**src/logic/adc_pkg.sv**
```systemverilog
// constants, types and helper functions for the converter control block
// How it works
// - band 00: conversion clock is peripheral clock divided by 12,8,6,4,3,2
// - band 00: 2 clear, 6 sample, 12 convert, 2 interrupt conversion clocks
// - band 01: same dividers, sampling stretched to 24 conversion clocks
// - result word is 16 bits, low 6 bits always zero
// - approximation register copied into result word at every conversion end
// - upper 8 result bits at ff09, lower 2 in ff08 bits 7:6; word readable
// - reset clears the result word
// - 8-bit high-byte register holds upper 8 result bits, reset to 00
// - writes to mode, channel or pin registers may spoil result contents
// - every result read inserts one wait cycle
// - conversion runs while the run bit is 1, halts when 0
// - ratio and band fields sit in mode register bits 5 to 1
// - conversions repeat back to back while enabled
// - conversion-done request raised at every conversion end
package adc_pkg;

   // byte addresses on the peripheral bus
   localparam logic [15:0] ADDR_RESULT_WORD = 16'hff08;
   localparam logic [15:0] ADDR_RESULT_HIGH = 16'hff09;
   localparam logic [15:0] ADDR_MODE        = 16'hff28;
   localparam logic [15:0] ADDR_CHANNEL     = 16'hff29;
   localparam logic [15:0] ADDR_PIN_CONFIG  = 16'hff2f;

   // mode register fields
   localparam int MODE_RUN_BIT   = 7;
   localparam int MODE_RATIO_MSB = 5;
   localparam int MODE_RATIO_LSB = 3;
   localparam int MODE_BAND_MSB  = 2;
   localparam int MODE_BAND_LSB  = 1;
   localparam int MODE_CMP_BIT   = 0;

   // writable bit masks and reset values
   localparam logic [7:0]  MODE_WMASK    = 8'hbf;
   localparam logic [7:0]  CHANNEL_WMASK = 8'h07;
   localparam logic [7:0]  PINCFG_WMASK  = 8'h0f;
   localparam logic [7:0]  REG8_RESET    = 8'h00;
   localparam logic [15:0] RESULT_RESET  = 16'h0000;

   // result layout
   localparam int RES_BITS     = 10;
   localparam int RESULT_SHIFT = 6;

   // phase lengths in conversion clocks
   localparam logic [4:0] CLEAR_TICKS       = 5'h02;
   localparam logic [4:0] SAMPLE_TICKS_HIGH = 5'h06;
   localparam logic [4:0] SAMPLE_TICKS_LOW  = 5'h18;
   localparam logic [4:0] CONV_TICKS        = 5'h0c;
   localparam logic [4:0] IRQ_TICKS         = 5'h02;
   localparam logic [1:0] BAND_HIGH         = 2'h0;

   typedef enum logic [2:0] {
      ST_IDLE   = 3'b000,
      ST_CLEAR  = 3'b001,
      ST_SAMPLE = 3'b010,
      ST_CONV   = 3'b011,
      ST_IRQ    = 3'b100
   } conv_state_t;

   // peripheral clocks per conversion clock; prohibited codes fall back to the slowest
   function automatic logic [3:0] ratio_divisor(input logic [2:0] code);
      case (code)
         3'h0:    ratio_divisor = 4'hc;
         3'h1:    ratio_divisor = 4'h8;
         3'h2:    ratio_divisor = 4'h6;
         3'h3:    ratio_divisor = 4'h4;
         3'h4:    ratio_divisor = 4'h3;
         3'h5:    ratio_divisor = 4'h2;
         default: ratio_divisor = 4'hc;
      endcase
   endfunction

   // sampling length; only band 00 gets the short window
   function automatic logic [4:0] sample_ticks(input logic [1:0] band);
      sample_ticks = (band == BAND_HIGH) ? SAMPLE_TICKS_HIGH : SAMPLE_TICKS_LOW;
   endfunction

   // peripheral clocks in one whole conversion
   function automatic logic [9:0] conversion_clocks(input logic [2:0] code, input logic [1:0] band);
      logic [5:0] ticks;
      ticks = 6'(CLEAR_TICKS) + 6'(sample_ticks(band)) + 6'(CONV_TICKS) + 6'(IRQ_TICKS);
      conversion_clocks = 10'(ratio_divisor(code)) * 10'(ticks);
   endfunction

endpackage

```
**src/logic/adc_clk_divider.sv**
```systemverilog
// conversion clock tick generator dividing the peripheral clock
`timescale 1ns/1ps
`default_nettype none
module adc_clk_divider
   import adc_pkg::*;
(
   input  wire logic       i_core_clk,
   input  wire logic       i_rst_n,
   input  wire logic       i_enable,
   input  wire logic [2:0] i_ratio,
   output logic            o_tick
);

   logic [3:0] cnt_q;
   logic [3:0] cnt_d;
   logic       tick_q;
   logic       tick_d;

   // counter restarts while disabled so the first tick is a full period after start
   always_comb
   begin
      cnt_d  = '0;
      tick_d = 1'b0;
      if (i_enable)
      begin
         if (cnt_q == ratio_divisor(i_ratio) - 4'h1)
         begin
            tick_d = 1'b1;
         end
         else
         begin
            cnt_d = cnt_q + 4'h1;
         end
      end
   end

   always_ff @(posedge i_core_clk)
   begin
      if (!i_rst_n)
      begin
         cnt_q  <= '0;
         tick_q <= 1'b0;
      end
      else
      begin
         cnt_q  <= cnt_d;
         tick_q <= tick_d;
      end
   end

   assign o_tick = tick_q;

endmodule
`default_nettype wire

```
**src/logic/adc_timing_and_result_regs.sv**
```systemverilog
// converter control: mode registers, conversion sequencer and result registers
`timescale 1ns/1ps
`default_nettype none
module adc_timing_and_result_regs
   import adc_pkg::*;
(
   input  wire logic          i_core_clk,
   input  wire logic          i_rst_n,
   input  wire logic [15:0]   i_addr,
   input  wire logic          i_wr_en,
   input  wire logic [7:0]    i_wdata,
   input  wire logic          i_rd_en,
   input  wire logic          i_rd_word,
   input  wire logic          i_cmp_above,
   output logic      [15:0]   o_rdata,
   output logic               o_rd_valid,
   output logic               o_wait,
   output logic      [9:0]    o_dac_code,
   output logic               o_sampling,
   output logic               o_cmp_enable,
   output logic      [2:0]    o_channel,
   output logic      [3:0]    o_pin_config,
   output logic               o_conversion_done_irq
);

   // ---------------- register file ----------------
   logic [7:0]  conv_mode_reg_q, conv_mode_reg_d;
   logic [7:0]  channel_select_reg_q, channel_select_reg_d;
   logic [7:0]  pin_config_reg_q, pin_config_reg_d;
   logic [15:0] conversion_result_word_q, conversion_result_word_d;
   logic [7:0]  conversion_result_high_q, conversion_result_high_d;

   logic [15:0] rdata_q, rdata_d;
   logic        rd_valid_q, rd_valid_d;
   logic        wait_q, wait_d;
   logic        rd_pend_q, rd_pend_d;
   logic [15:0] pend_data_q, pend_data_d;

   logic        conversion_run;
   logic [2:0]  clock_ratio_sel;
   logic [1:0]  supply_band_sel;
   logic        result_load;
   logic [RES_BITS-1:0] sar_value;

   assign conversion_run  = conv_mode_reg_q[MODE_RUN_BIT];
   assign clock_ratio_sel = conv_mode_reg_q[MODE_RATIO_MSB:MODE_RATIO_LSB];
   assign supply_band_sel = conv_mode_reg_q[MODE_BAND_MSB:MODE_BAND_LSB];

   // byte read decode; a word read at the result address returns the whole word
   function automatic logic [15:0] read_mux(input logic [15:0] addr, input logic word,
                                            input logic [15:0] res_word, input logic [7:0] res_high,
                                            input logic [7:0] mode, input logic [7:0] chan,
                                            input logic [7:0] pins);
      case (addr)
         ADDR_RESULT_WORD: read_mux = word ? res_word : {8'h00, res_word[7:0]};
         ADDR_RESULT_HIGH: read_mux = {8'h00, res_high};
         ADDR_MODE:        read_mux = {8'h00, mode};
         ADDR_CHANNEL:     read_mux = {8'h00, chan};
         ADDR_PIN_CONFIG:  read_mux = {8'h00, pins};
         default:          read_mux = 16'h0000;
      endcase
   endfunction

   function automatic logic is_result_addr(input logic [15:0] addr);
      is_result_addr = (addr == ADDR_RESULT_WORD) || (addr == ADDR_RESULT_HIGH);
   endfunction

   // register writes and result loading; writes never touch the results, so a
   // mid-conversion write only spoils the value being built, not the stored one
   always_comb
   begin
      conv_mode_reg_d          = conv_mode_reg_q;
      channel_select_reg_d     = channel_select_reg_q;
      pin_config_reg_d         = pin_config_reg_q;
      conversion_result_word_d = conversion_result_word_q;
      conversion_result_high_d = conversion_result_high_q;
      if (i_wr_en)
      begin
         case (i_addr)
            ADDR_MODE:       conv_mode_reg_d      = i_wdata & MODE_WMASK;
            ADDR_CHANNEL:    channel_select_reg_d = i_wdata & CHANNEL_WMASK;
            ADDR_PIN_CONFIG: pin_config_reg_d     = i_wdata & PINCFG_WMASK;
            default:         conv_mode_reg_d      = conv_mode_reg_q;
         endcase
      end
      if (result_load)
      begin
         conversion_result_word_d = {sar_value, {RESULT_SHIFT{1'b0}}};
         conversion_result_high_d = sar_value[RES_BITS-1 -: 8];
      end
   end

   // reads: result registers answer one cycle later, after a wait cycle
   always_comb
   begin
      rdata_d     = rdata_q;
      rd_valid_d  = 1'b0;
      wait_d      = 1'b0;
      rd_pend_d   = 1'b0;
      pend_data_d = pend_data_q;
      if (rd_pend_q)
      begin
         rdata_d    = pend_data_q;
         rd_valid_d = 1'b1;
      end
      else if (i_rd_en)
      begin
         if (is_result_addr(i_addr))
         begin
            wait_d      = 1'b1;
            rd_pend_d   = 1'b1;
            pend_data_d = read_mux(i_addr, i_rd_word, conversion_result_word_q, conversion_result_high_q,
                                   conv_mode_reg_q, channel_select_reg_q, pin_config_reg_q);
         end
         else
         begin
            rdata_d    = read_mux(i_addr, i_rd_word, conversion_result_word_q, conversion_result_high_q,
                                  conv_mode_reg_q, channel_select_reg_q, pin_config_reg_q);
            rd_valid_d = 1'b1;
         end
      end
   end

   always_ff @(posedge i_core_clk)
   begin
      if (!i_rst_n)
      begin
         conv_mode_reg_q          <= REG8_RESET;
         channel_select_reg_q     <= REG8_RESET;
         pin_config_reg_q         <= REG8_RESET;
         conversion_result_word_q <= RESULT_RESET;
         conversion_result_high_q <= REG8_RESET;
         rdata_q                  <= RESULT_RESET;
         rd_valid_q               <= 1'b0;
         wait_q                   <= 1'b0;
         rd_pend_q                <= 1'b0;
         pend_data_q              <= RESULT_RESET;
      end
      else
      begin
         conv_mode_reg_q          <= conv_mode_reg_d;
         channel_select_reg_q     <= channel_select_reg_d;
         pin_config_reg_q         <= pin_config_reg_d;
         conversion_result_word_q <= conversion_result_word_d;
         conversion_result_high_q <= conversion_result_high_d;
         rdata_q                  <= rdata_d;
         rd_valid_q               <= rd_valid_d;
         wait_q                   <= wait_d;
         rd_pend_q                <= rd_pend_d;
         pend_data_q              <= pend_data_d;
      end
   end

   // ---------------- conversion sequencer ----------------
   conv_state_t state_q, state_d;
   logic [4:0]  ph_cnt_q, ph_cnt_d;
   logic        tick;
   logic        sar_step;
   logic [3:0]  bit_idx;
   logic [4:0]  ph_len;
   logic        ph_last;
   logic [9:0]  dac_q, dac_d, sar_next;
   logic        sampling_q, sampling_d;
   logic        done_q, done_d;

   adc_clk_divider u_div (
      .i_core_clk (i_core_clk),
      .i_rst_n    (i_rst_n),
      .i_enable   (state_q != ST_IDLE),
      .i_ratio    (clock_ratio_sel),
      .o_tick     (tick)
   );

   sar_register #(.W(RES_BITS)) u_sar (
      .i_core_clk  (i_core_clk),
      .i_rst_n     (i_rst_n),
      .i_clear     (state_q == ST_CLEAR),
      .i_step      (sar_step),
      .i_bit_idx   (bit_idx),
      .i_cmp_above (i_cmp_above),
      .o_sar       (sar_value)
   );

   // length of the current phase in conversion clocks
   always_comb
   begin
      case (state_q)
         ST_CLEAR:  ph_len = CLEAR_TICKS;
         ST_SAMPLE: ph_len = sample_ticks(supply_band_sel);
         ST_CONV:   ph_len = CONV_TICKS;
         ST_IRQ:    ph_len = IRQ_TICKS;
         default:   ph_len = CLEAR_TICKS;
      endcase
   end

   // bits are decided MSB first on the first ten clocks of the convert phase
   assign ph_last     = tick && (ph_cnt_q == ph_len - 5'h01);
   assign bit_idx     = 4'(RES_BITS - 1) - ph_cnt_q[3:0];
   assign sar_step    = (state_q == ST_CONV) && tick && (ph_cnt_q < 5'(RES_BITS));
   assign result_load = (state_q == ST_CONV) && ph_last;

   always_comb
   begin
      state_d    = state_q;
      ph_cnt_d   = ph_cnt_q;
      done_d     = 1'b0;
      if (!conversion_run)
      begin
         state_d  = ST_IDLE;
         ph_cnt_d = '0;
      end
      else if (tick || state_q == ST_IDLE)
      begin
         ph_cnt_d = ph_last ? 5'h00 : ph_cnt_q + 5'h01;
         case (state_q)
            ST_IDLE:   begin state_d = ST_CLEAR; ph_cnt_d = '0; end
            ST_CLEAR:  if (ph_last) state_d = ST_SAMPLE;
            ST_SAMPLE: if (ph_last) state_d = ST_CONV;
            ST_CONV:   if (ph_last) begin state_d = ST_IRQ; done_d = 1'b1; end
            ST_IRQ:    if (ph_last) state_d = ST_CLEAR;
            default:   state_d = ST_IDLE;
         endcase
      end
      sampling_d = (state_d == ST_SAMPLE);
      // next trial shows from the deciding edge on, so divide-by-2 still leaves a settle cycle
      sar_next   = sar_value;
      if (sar_step)
         sar_next[bit_idx] = i_cmp_above;
      dac_d      = sar_next;
      if (state_d == ST_CONV && ph_cnt_d < 5'(RES_BITS))
      begin
         dac_d = sar_next | (10'h001 << (4'(RES_BITS - 1) - ph_cnt_d[3:0]));
      end
   end

   always_ff @(posedge i_core_clk)
   begin
      if (!i_rst_n)
      begin
         state_q    <= ST_IDLE;
         ph_cnt_q   <= '0;
         done_q     <= 1'b0;
         sampling_q <= 1'b0;
         dac_q      <= '0;
      end
      else
      begin
         state_q    <= state_d;
         ph_cnt_q   <= ph_cnt_d;
         done_q     <= done_d;
         sampling_q <= sampling_d;
         dac_q      <= dac_d;
      end
   end

   assign o_rdata               = rdata_q;
   assign o_rd_valid            = rd_valid_q;
   assign o_wait                = wait_q;
   assign o_dac_code            = dac_q;
   assign o_sampling            = sampling_q;
   assign o_cmp_enable          = conv_mode_reg_q[MODE_CMP_BIT];
   assign o_channel             = channel_select_reg_q[2:0];
   assign o_pin_config          = pin_config_reg_q[3:0];
   assign o_conversion_done_irq = done_q;

   // ---------------- checks ----------------
   // clocks since the last done pulse, valid once one full conversion was seen
   logic [9:0] since_done_q;
   logic       seen_done_q;
   always_ff @(posedge i_core_clk)
   begin
      if (!i_rst_n)
      begin
         since_done_q <= '0;
         seen_done_q  <= 1'b0;
      end
      else
      begin
         since_done_q <= done_q ? 10'h000 : since_done_q + 10'h001;
         seen_done_q  <= (done_q || seen_done_q) && conversion_run && !(i_wr_en && i_addr == ADDR_MODE);
      end
   end

   property p_conv_length;
      @(posedge i_core_clk) disable iff (!i_rst_n)
      (done_q && seen_done_q) |-> since_done_q == conversion_clocks(clock_ratio_sel, supply_band_sel) - 10'h001;
   endproperty
   a_conv_length: assert property (p_conv_length) else $error("conversion length wrong");
   property p_phase_order;
      @(posedge i_core_clk) disable iff (!i_rst_n)
      (state_q == ST_CLEAR && ph_last && conversion_run) |=> state_q == ST_SAMPLE;
   endproperty
   a_phase_order: assert property (p_phase_order) else $error("clear phase not followed by sampling");
   property p_low_bits_zero;
      @(posedge i_core_clk) disable iff (!i_rst_n)
      conversion_result_word_q[RESULT_SHIFT-1:0] == '0;
   endproperty
   a_low_bits_zero: assert property (p_low_bits_zero) else $error("result low bits not zero");
   property p_result_loaded;
      @(posedge i_core_clk) disable iff (!i_rst_n)
      done_q |-> conversion_result_word_q[15:RESULT_SHIFT] == sar_value;
   endproperty
   a_result_loaded: assert property (p_result_loaded) else $error("result not copied at done");
   property p_high_matches;
      @(posedge i_core_clk) disable iff (!i_rst_n)
      conversion_result_high_q == conversion_result_word_q[15:8];
   endproperty
   a_high_matches: assert property (p_high_matches) else $error("high byte mismatch");
   property p_reset_clears;
      @(posedge i_core_clk)
      !i_rst_n |=> conversion_result_word_q == RESULT_RESET && !done_q;
   endproperty
   a_reset_clears: assert property (p_reset_clears) else $error("reset did not clear result");

   property p_read_wait;
      @(posedge i_core_clk) disable iff (!i_rst_n)
      (i_rd_en && !rd_pend_q && is_result_addr(i_addr)) |=> o_wait && !o_rd_valid ##1 o_rd_valid;
   endproperty
   a_read_wait: assert property (p_read_wait) else $error("result read without wait cycle");

   property p_stop;
      @(posedge i_core_clk) disable iff (!i_rst_n)
      !conversion_run |=> state_q == ST_IDLE && !done_q;
   endproperty
   a_stop: assert property (p_stop) else $error("conversion did not halt");

   property p_repeat;
      @(posedge i_core_clk) disable iff (!i_rst_n)
      (state_q == ST_IRQ && ph_last && conversion_run) |=> state_q == ST_CLEAR;
   endproperty
   a_repeat: assert property (p_repeat) else $error("conversion did not restart");

   property p_done_pulse;
      @(posedge i_core_clk) disable iff (!i_rst_n)
      done_q |-> $past(state_q) == ST_CONV && state_q == ST_IRQ ##1 !done_q;
   endproperty
   a_done_pulse: assert property (p_done_pulse) else $error("done request misplaced");

endmodule
`default_nettype wire

```
**src/logic/sar_register.sv**
```systemverilog
// successive approximation register, one bit decided per step
`timescale 1ns/1ps
`default_nettype none
module sar_register
   import adc_pkg::*;
#(
   parameter int W = RES_BITS
)
(
   input  wire logic         i_core_clk,
   input  wire logic         i_rst_n,
   input  wire logic         i_clear,
   input  wire logic         i_step,
   input  wire logic [3:0]   i_bit_idx,
   input  wire logic         i_cmp_above,
   output logic     [W-1:0]  o_sar
);

   logic [W-1:0] sar_q;
   logic [W-1:0] sar_d;

   // comparator said sample is above the trial level: keep the bit
   always_comb
   begin
      sar_d = sar_q;
      if (i_clear)
      begin
         sar_d = '0;
      end
      else if (i_step)
      begin
         sar_d[i_bit_idx] = i_cmp_above;
      end
   end

   always_ff @(posedge i_core_clk)
   begin
      if (!i_rst_n)
      begin
         sar_q <= '0;
      end
      else
      begin
         sar_q <= sar_d;
      end
   end

   assign o_sar = sar_q;

endmodule
`default_nettype wire

```
**config.mk**
```make
export PLATFORM = sky130hd
export DESIGN_NAME = adc_timing_and_result_regs
export DESIGN_NICKNAME = d
export VERILOG_FILES = /design/src/logic/adc_pkg.sv /design/src/logic/adc_clk_divider.sv /design/src/logic/adc_timing_and_result_regs.sv /design/src/logic/sar_register.sv
export SDC_FILE = /design/constraint.sdc
export NUM_CORES = 1
export LEC_CHECK = 0
export BUFFER_PORTS_ARGS = -buffer_cell sky130_fd_sc_hd__buf_4
export CAP_MARGIN = 20
export CORE_MARGIN = 1.5
export CORE_UTILIZATION = 48
export DETAILED_ROUTE_END_ITERATION = 10
export PLACE_DENSITY = 0.72
export SLEW_MARGIN = 20
export SYNTH_ARGS = -nofsm -noshare
export SYNTH_HDL_FRONTEND = slang
export SYNTH_HIERARCHICAL = 1
export SYNTH_SLANG_ARGS = --single-unit
```
**constraint.sdc**
```tcl
create_clock -name i_core_clk -period 2.97 [get_ports i_core_clk]
set_input_delay 0.1485 -clock i_core_clk [delete_from_list [all_inputs] [get_ports i_core_clk]]
set_output_delay 0.1485 -clock i_core_clk [all_outputs]
set_load 0.05 [all_outputs]
```
==> results.json <==
{
  "status": "completed",
  "crit_family": "compound AO/OA/AOI/OAI gates",
  "synth-main-ff-cell": "dfxtp_1",
  "track_usage": 0.233,
  "ant_nets": 0,
  "grt_overflow": 0,
  "total_power_mw": 2.39,
  "avgRoutedWirePerCell_um": 15.7,
  "fin_setup_tns_ns": 0,
  "antenna_cells": 0,
  "cts.sinks": 93,
  "p_per_area_nw_per_um2": 429,
  "syn-num-nets": 570,
  "fillers": 811,
  "io_pins": 68,
  "drc": 0,
  "period_needed_ns": 2.84,
  "drive_gt1_frac": 0.218,
  "numCtsBuffers": 9,
  "ys_ff_latch": 93,
  "start_util": 0.497,
  "drv_cap": 0,
  "worstMarginPinSlew_ns": 0.756,
  "grt_pass1_vias": 3990,
  "cts_buffer_depth": 2,
  "crit_fanout": 8,
  "postSynthCellCount": 531,
  "grt_pass1_wl_um": 18900,
  "max_slew_margin": 0.495,
  "cts-hold-fix-buffers": 0,
  "worst_slack_ns": 0.128,
  "worst_setup_path_end_kind": "flop",
  "crit_chain": "or4b_4 > o21ai_2 > o32ai_4 > and2_1 > or3_1 > ha_2 > o211a_1 > a221o_1 > a211oi_4 > buf_6 > a41o_1",
  "async_reset_ff_frac": 0,
  "place_area_um2": 5280,
  "antenna_found_initial": 0,
  "port_buffers": 66,
  "synth_top_area_cell": "dfxtp_1",
  "dr.pass1.iters": 5,
  "worstPathRequired_ns": 3.28,
  "finClkSkew_ns": 0.00789,
  "pre_cts_ws_ns": 0.0261,
  "clkTransAtPathRegs_ns": 0.09,
  "cts_root_buf": "clkbuf_8",
  "via_per_inst": 5.69,
  "die_area_um2": 10200,
  "die_h_um": 101,
  "synth_edf_count": 0,
  "synth_top_area_frac": 0.406,
  "crit_type": "flop to flop",
  "cts_tree": "yes",
  "hp-class": "primary input to flop",
  "core_region_area_um2": 9240,
  "gp_congestion": 0.892,
  "cp-start-kind": "flop",
  "finalHoldViolations": 0,
  "netlist-cell-type-count": 64,
  "finalNetCount": 640,
  "slowest_delay_ns": 0.49,
  "h-tree-depth": 3,
  "finalSetupViolations": 0,
  "p_leak_nw": 2.24,
  "fmax_mhz": 352,
  "yosysWarnings": 6,
  "rsz0062_at_grt": "false",
  "min_period_over_period": 0.957,
  "ys_seq_area_frac": 0.406,
  "route.vias.total": 4182,
  "routed_wl_um": 11600,
  "area_delta_synth_final_pct": 21.2,
  "drv_slew": 0,
  "die_w_um": 101,
  "clk_latency_ns": 0.36,
  "hpwl_um": 8330,
  "synth.area.top_cells": "dfxtp_1 41%, mux2i_1 7.4%, nand2_1 6.3%, a21oi_1 4.9%, nand3_1 3.9%",
  "syn_area_per_cell_um2": 8.64,
  "syn-cell-area_um2": 4590,
  "arrival_ns": 3.16,
  "grt_max_degree": 61,
  "drtIter0Drc": 290,
  "rows": 35,
  "stdcell_count": 735,
  "vdd_drop_max_mv": 0.251,
  "dpl.cell_count": 717,
  "final_area_um2": 5560,
  "cpMaxStageDelayCell": "or4b_4",
  "crit_buf_inv": 1
}
==> registers in the layout, summed over array words and instances, names as in the netlist, 2 cells and up <==
name / cells
channel_select_reg_q: 3
o_dac_code: 10
ph_cnt_q: 5
u_div/cnt_q: 4
pend_data_q: 16
state_q: 3
conversion_result_word_q: 2
conv_mode_reg_q: 7
pin_config_reg_q: 4
u_sar/o_sar: 10
conversion_result_high_q: 8
o_rdata: 16
==> final timing paths <==
path / from / end / slack, ns / depth (start not counted)
max reg2reg: state_q[0] / o_dac_code[4] / 0.13 / 11
min: i_wdata[4] / conv_mode_reg_q[4] / 0.04 / 3
min reg2reg: pend_data_q[8] / o_rdata[8] / 0.45 / 2
max: state_q[0] / o_dac_code[4] / 0.13 / 11
==> per-layer routing <==
metal | part of all wire | wire, µm | track usage
met5 | 0 | 0 | 0
met4 | 0.016 | 187 | 0.0748
met3 | 0.050 | 583 | 0.0381
met2 | 0.46 | 5370 | 0.390
met1 | 0.47 | 5420 | 0.308
==> cells in the final DEF (no fill, tap or decap), types with 5 or more instances in the layout <==
cell type and instances:
a21oi_1 45, nor2_1 42, o21ai_0 11, buf_4 90, ha_1 8, dfxtp_1 89, inv_1 8, xor2_1 7
nand2b_1 5, nand4_1 11, mux2i_1 34, nand3_1 36, nor3_1 7, a211oi_1 5, or3_1 8, xnor2_1 5
nor3b_1 5, clkbuf_8 9, nand2_1 77, a221oi_1 5, nand3b_1 13
==> Yosys cell counts, types with 7 or more instances <==
cell	instances
dfxtp_1	93
nand2_1	77
a21oi_1	45
nor2_1	42
nand3_1	36
mux2i_1	34
clkbuf_1	19
nand3b_1	13
o21ai_0	12
nand4_1	11
ha_1	9
buf_2	8
inv_1	8
or3_1	8
nor3_1	7
xor2_1	7
==> through the flow <==
| step | util | hold slack (ns) |
|---|---|---|
| finish | 0.602 | 0.0419 |
| global route | 0.602 | 0.0414 |
| CTS | 0.599 | 0.0321 |
| detailed placement | 0.571 | 0.413 |
| global placement | 0.571 | 0.400 |
| floorplan | - | 0.292 |
==> tightest hold or removal path, stage by stage <==
cell and delay, ns:
buf_4 0.11, nand3_1 0.05, a21oi_1 0.06
==> final cells by class <==
type / instances / area [µm²] / share of cell area
clock buffer: 9 / 124 / 0.0223
clock inverter: 7 / 121 / 0.0218
inverter: 10 / 37.5 / 0.00675
multi-input combinational: 396 / 2560 / 0.461
sequential: 93 / 1870 / 0.336
tap: 129 / 161 / 0.0290
timing repair buffer: 91 / 687 / 0.123
==> power by group <==
part | internal, mW | switching, mW | leakage, nW | total [mW]
registers | 1.25 | 0.00153 | 0.752 | 1.25
clock network | 0.563 | 0.461 | 0.124 | 1.02
logic | 0.0418 | 0.0681 | 1.36 | 0.110
total | 1.85 | 0.531 | 2.24 | 2.39
==> kinds of logic after synthesis <==
logic type	count (synthesis)	share of synthesized area
and+or+nand+nor	232	0.263
AOI/OAI and AO/OA	105	0.161
DFF	93	0.406
xor gates and xnor gates	12	0.0229
muxes	38	0.0840
buffers and inverters	42	0.0390
adders and majority gates	9	0.0245
==> what timing repair did <==
item,4_1_cts,5_1_grt
gates resized for setup,0,7
endpoints found under the setup margin,3,8
endpoints found under the hold margin,0,0
pin swaps,1,1
setup buffers,1,1
Power figures use the tool's default switching activity.
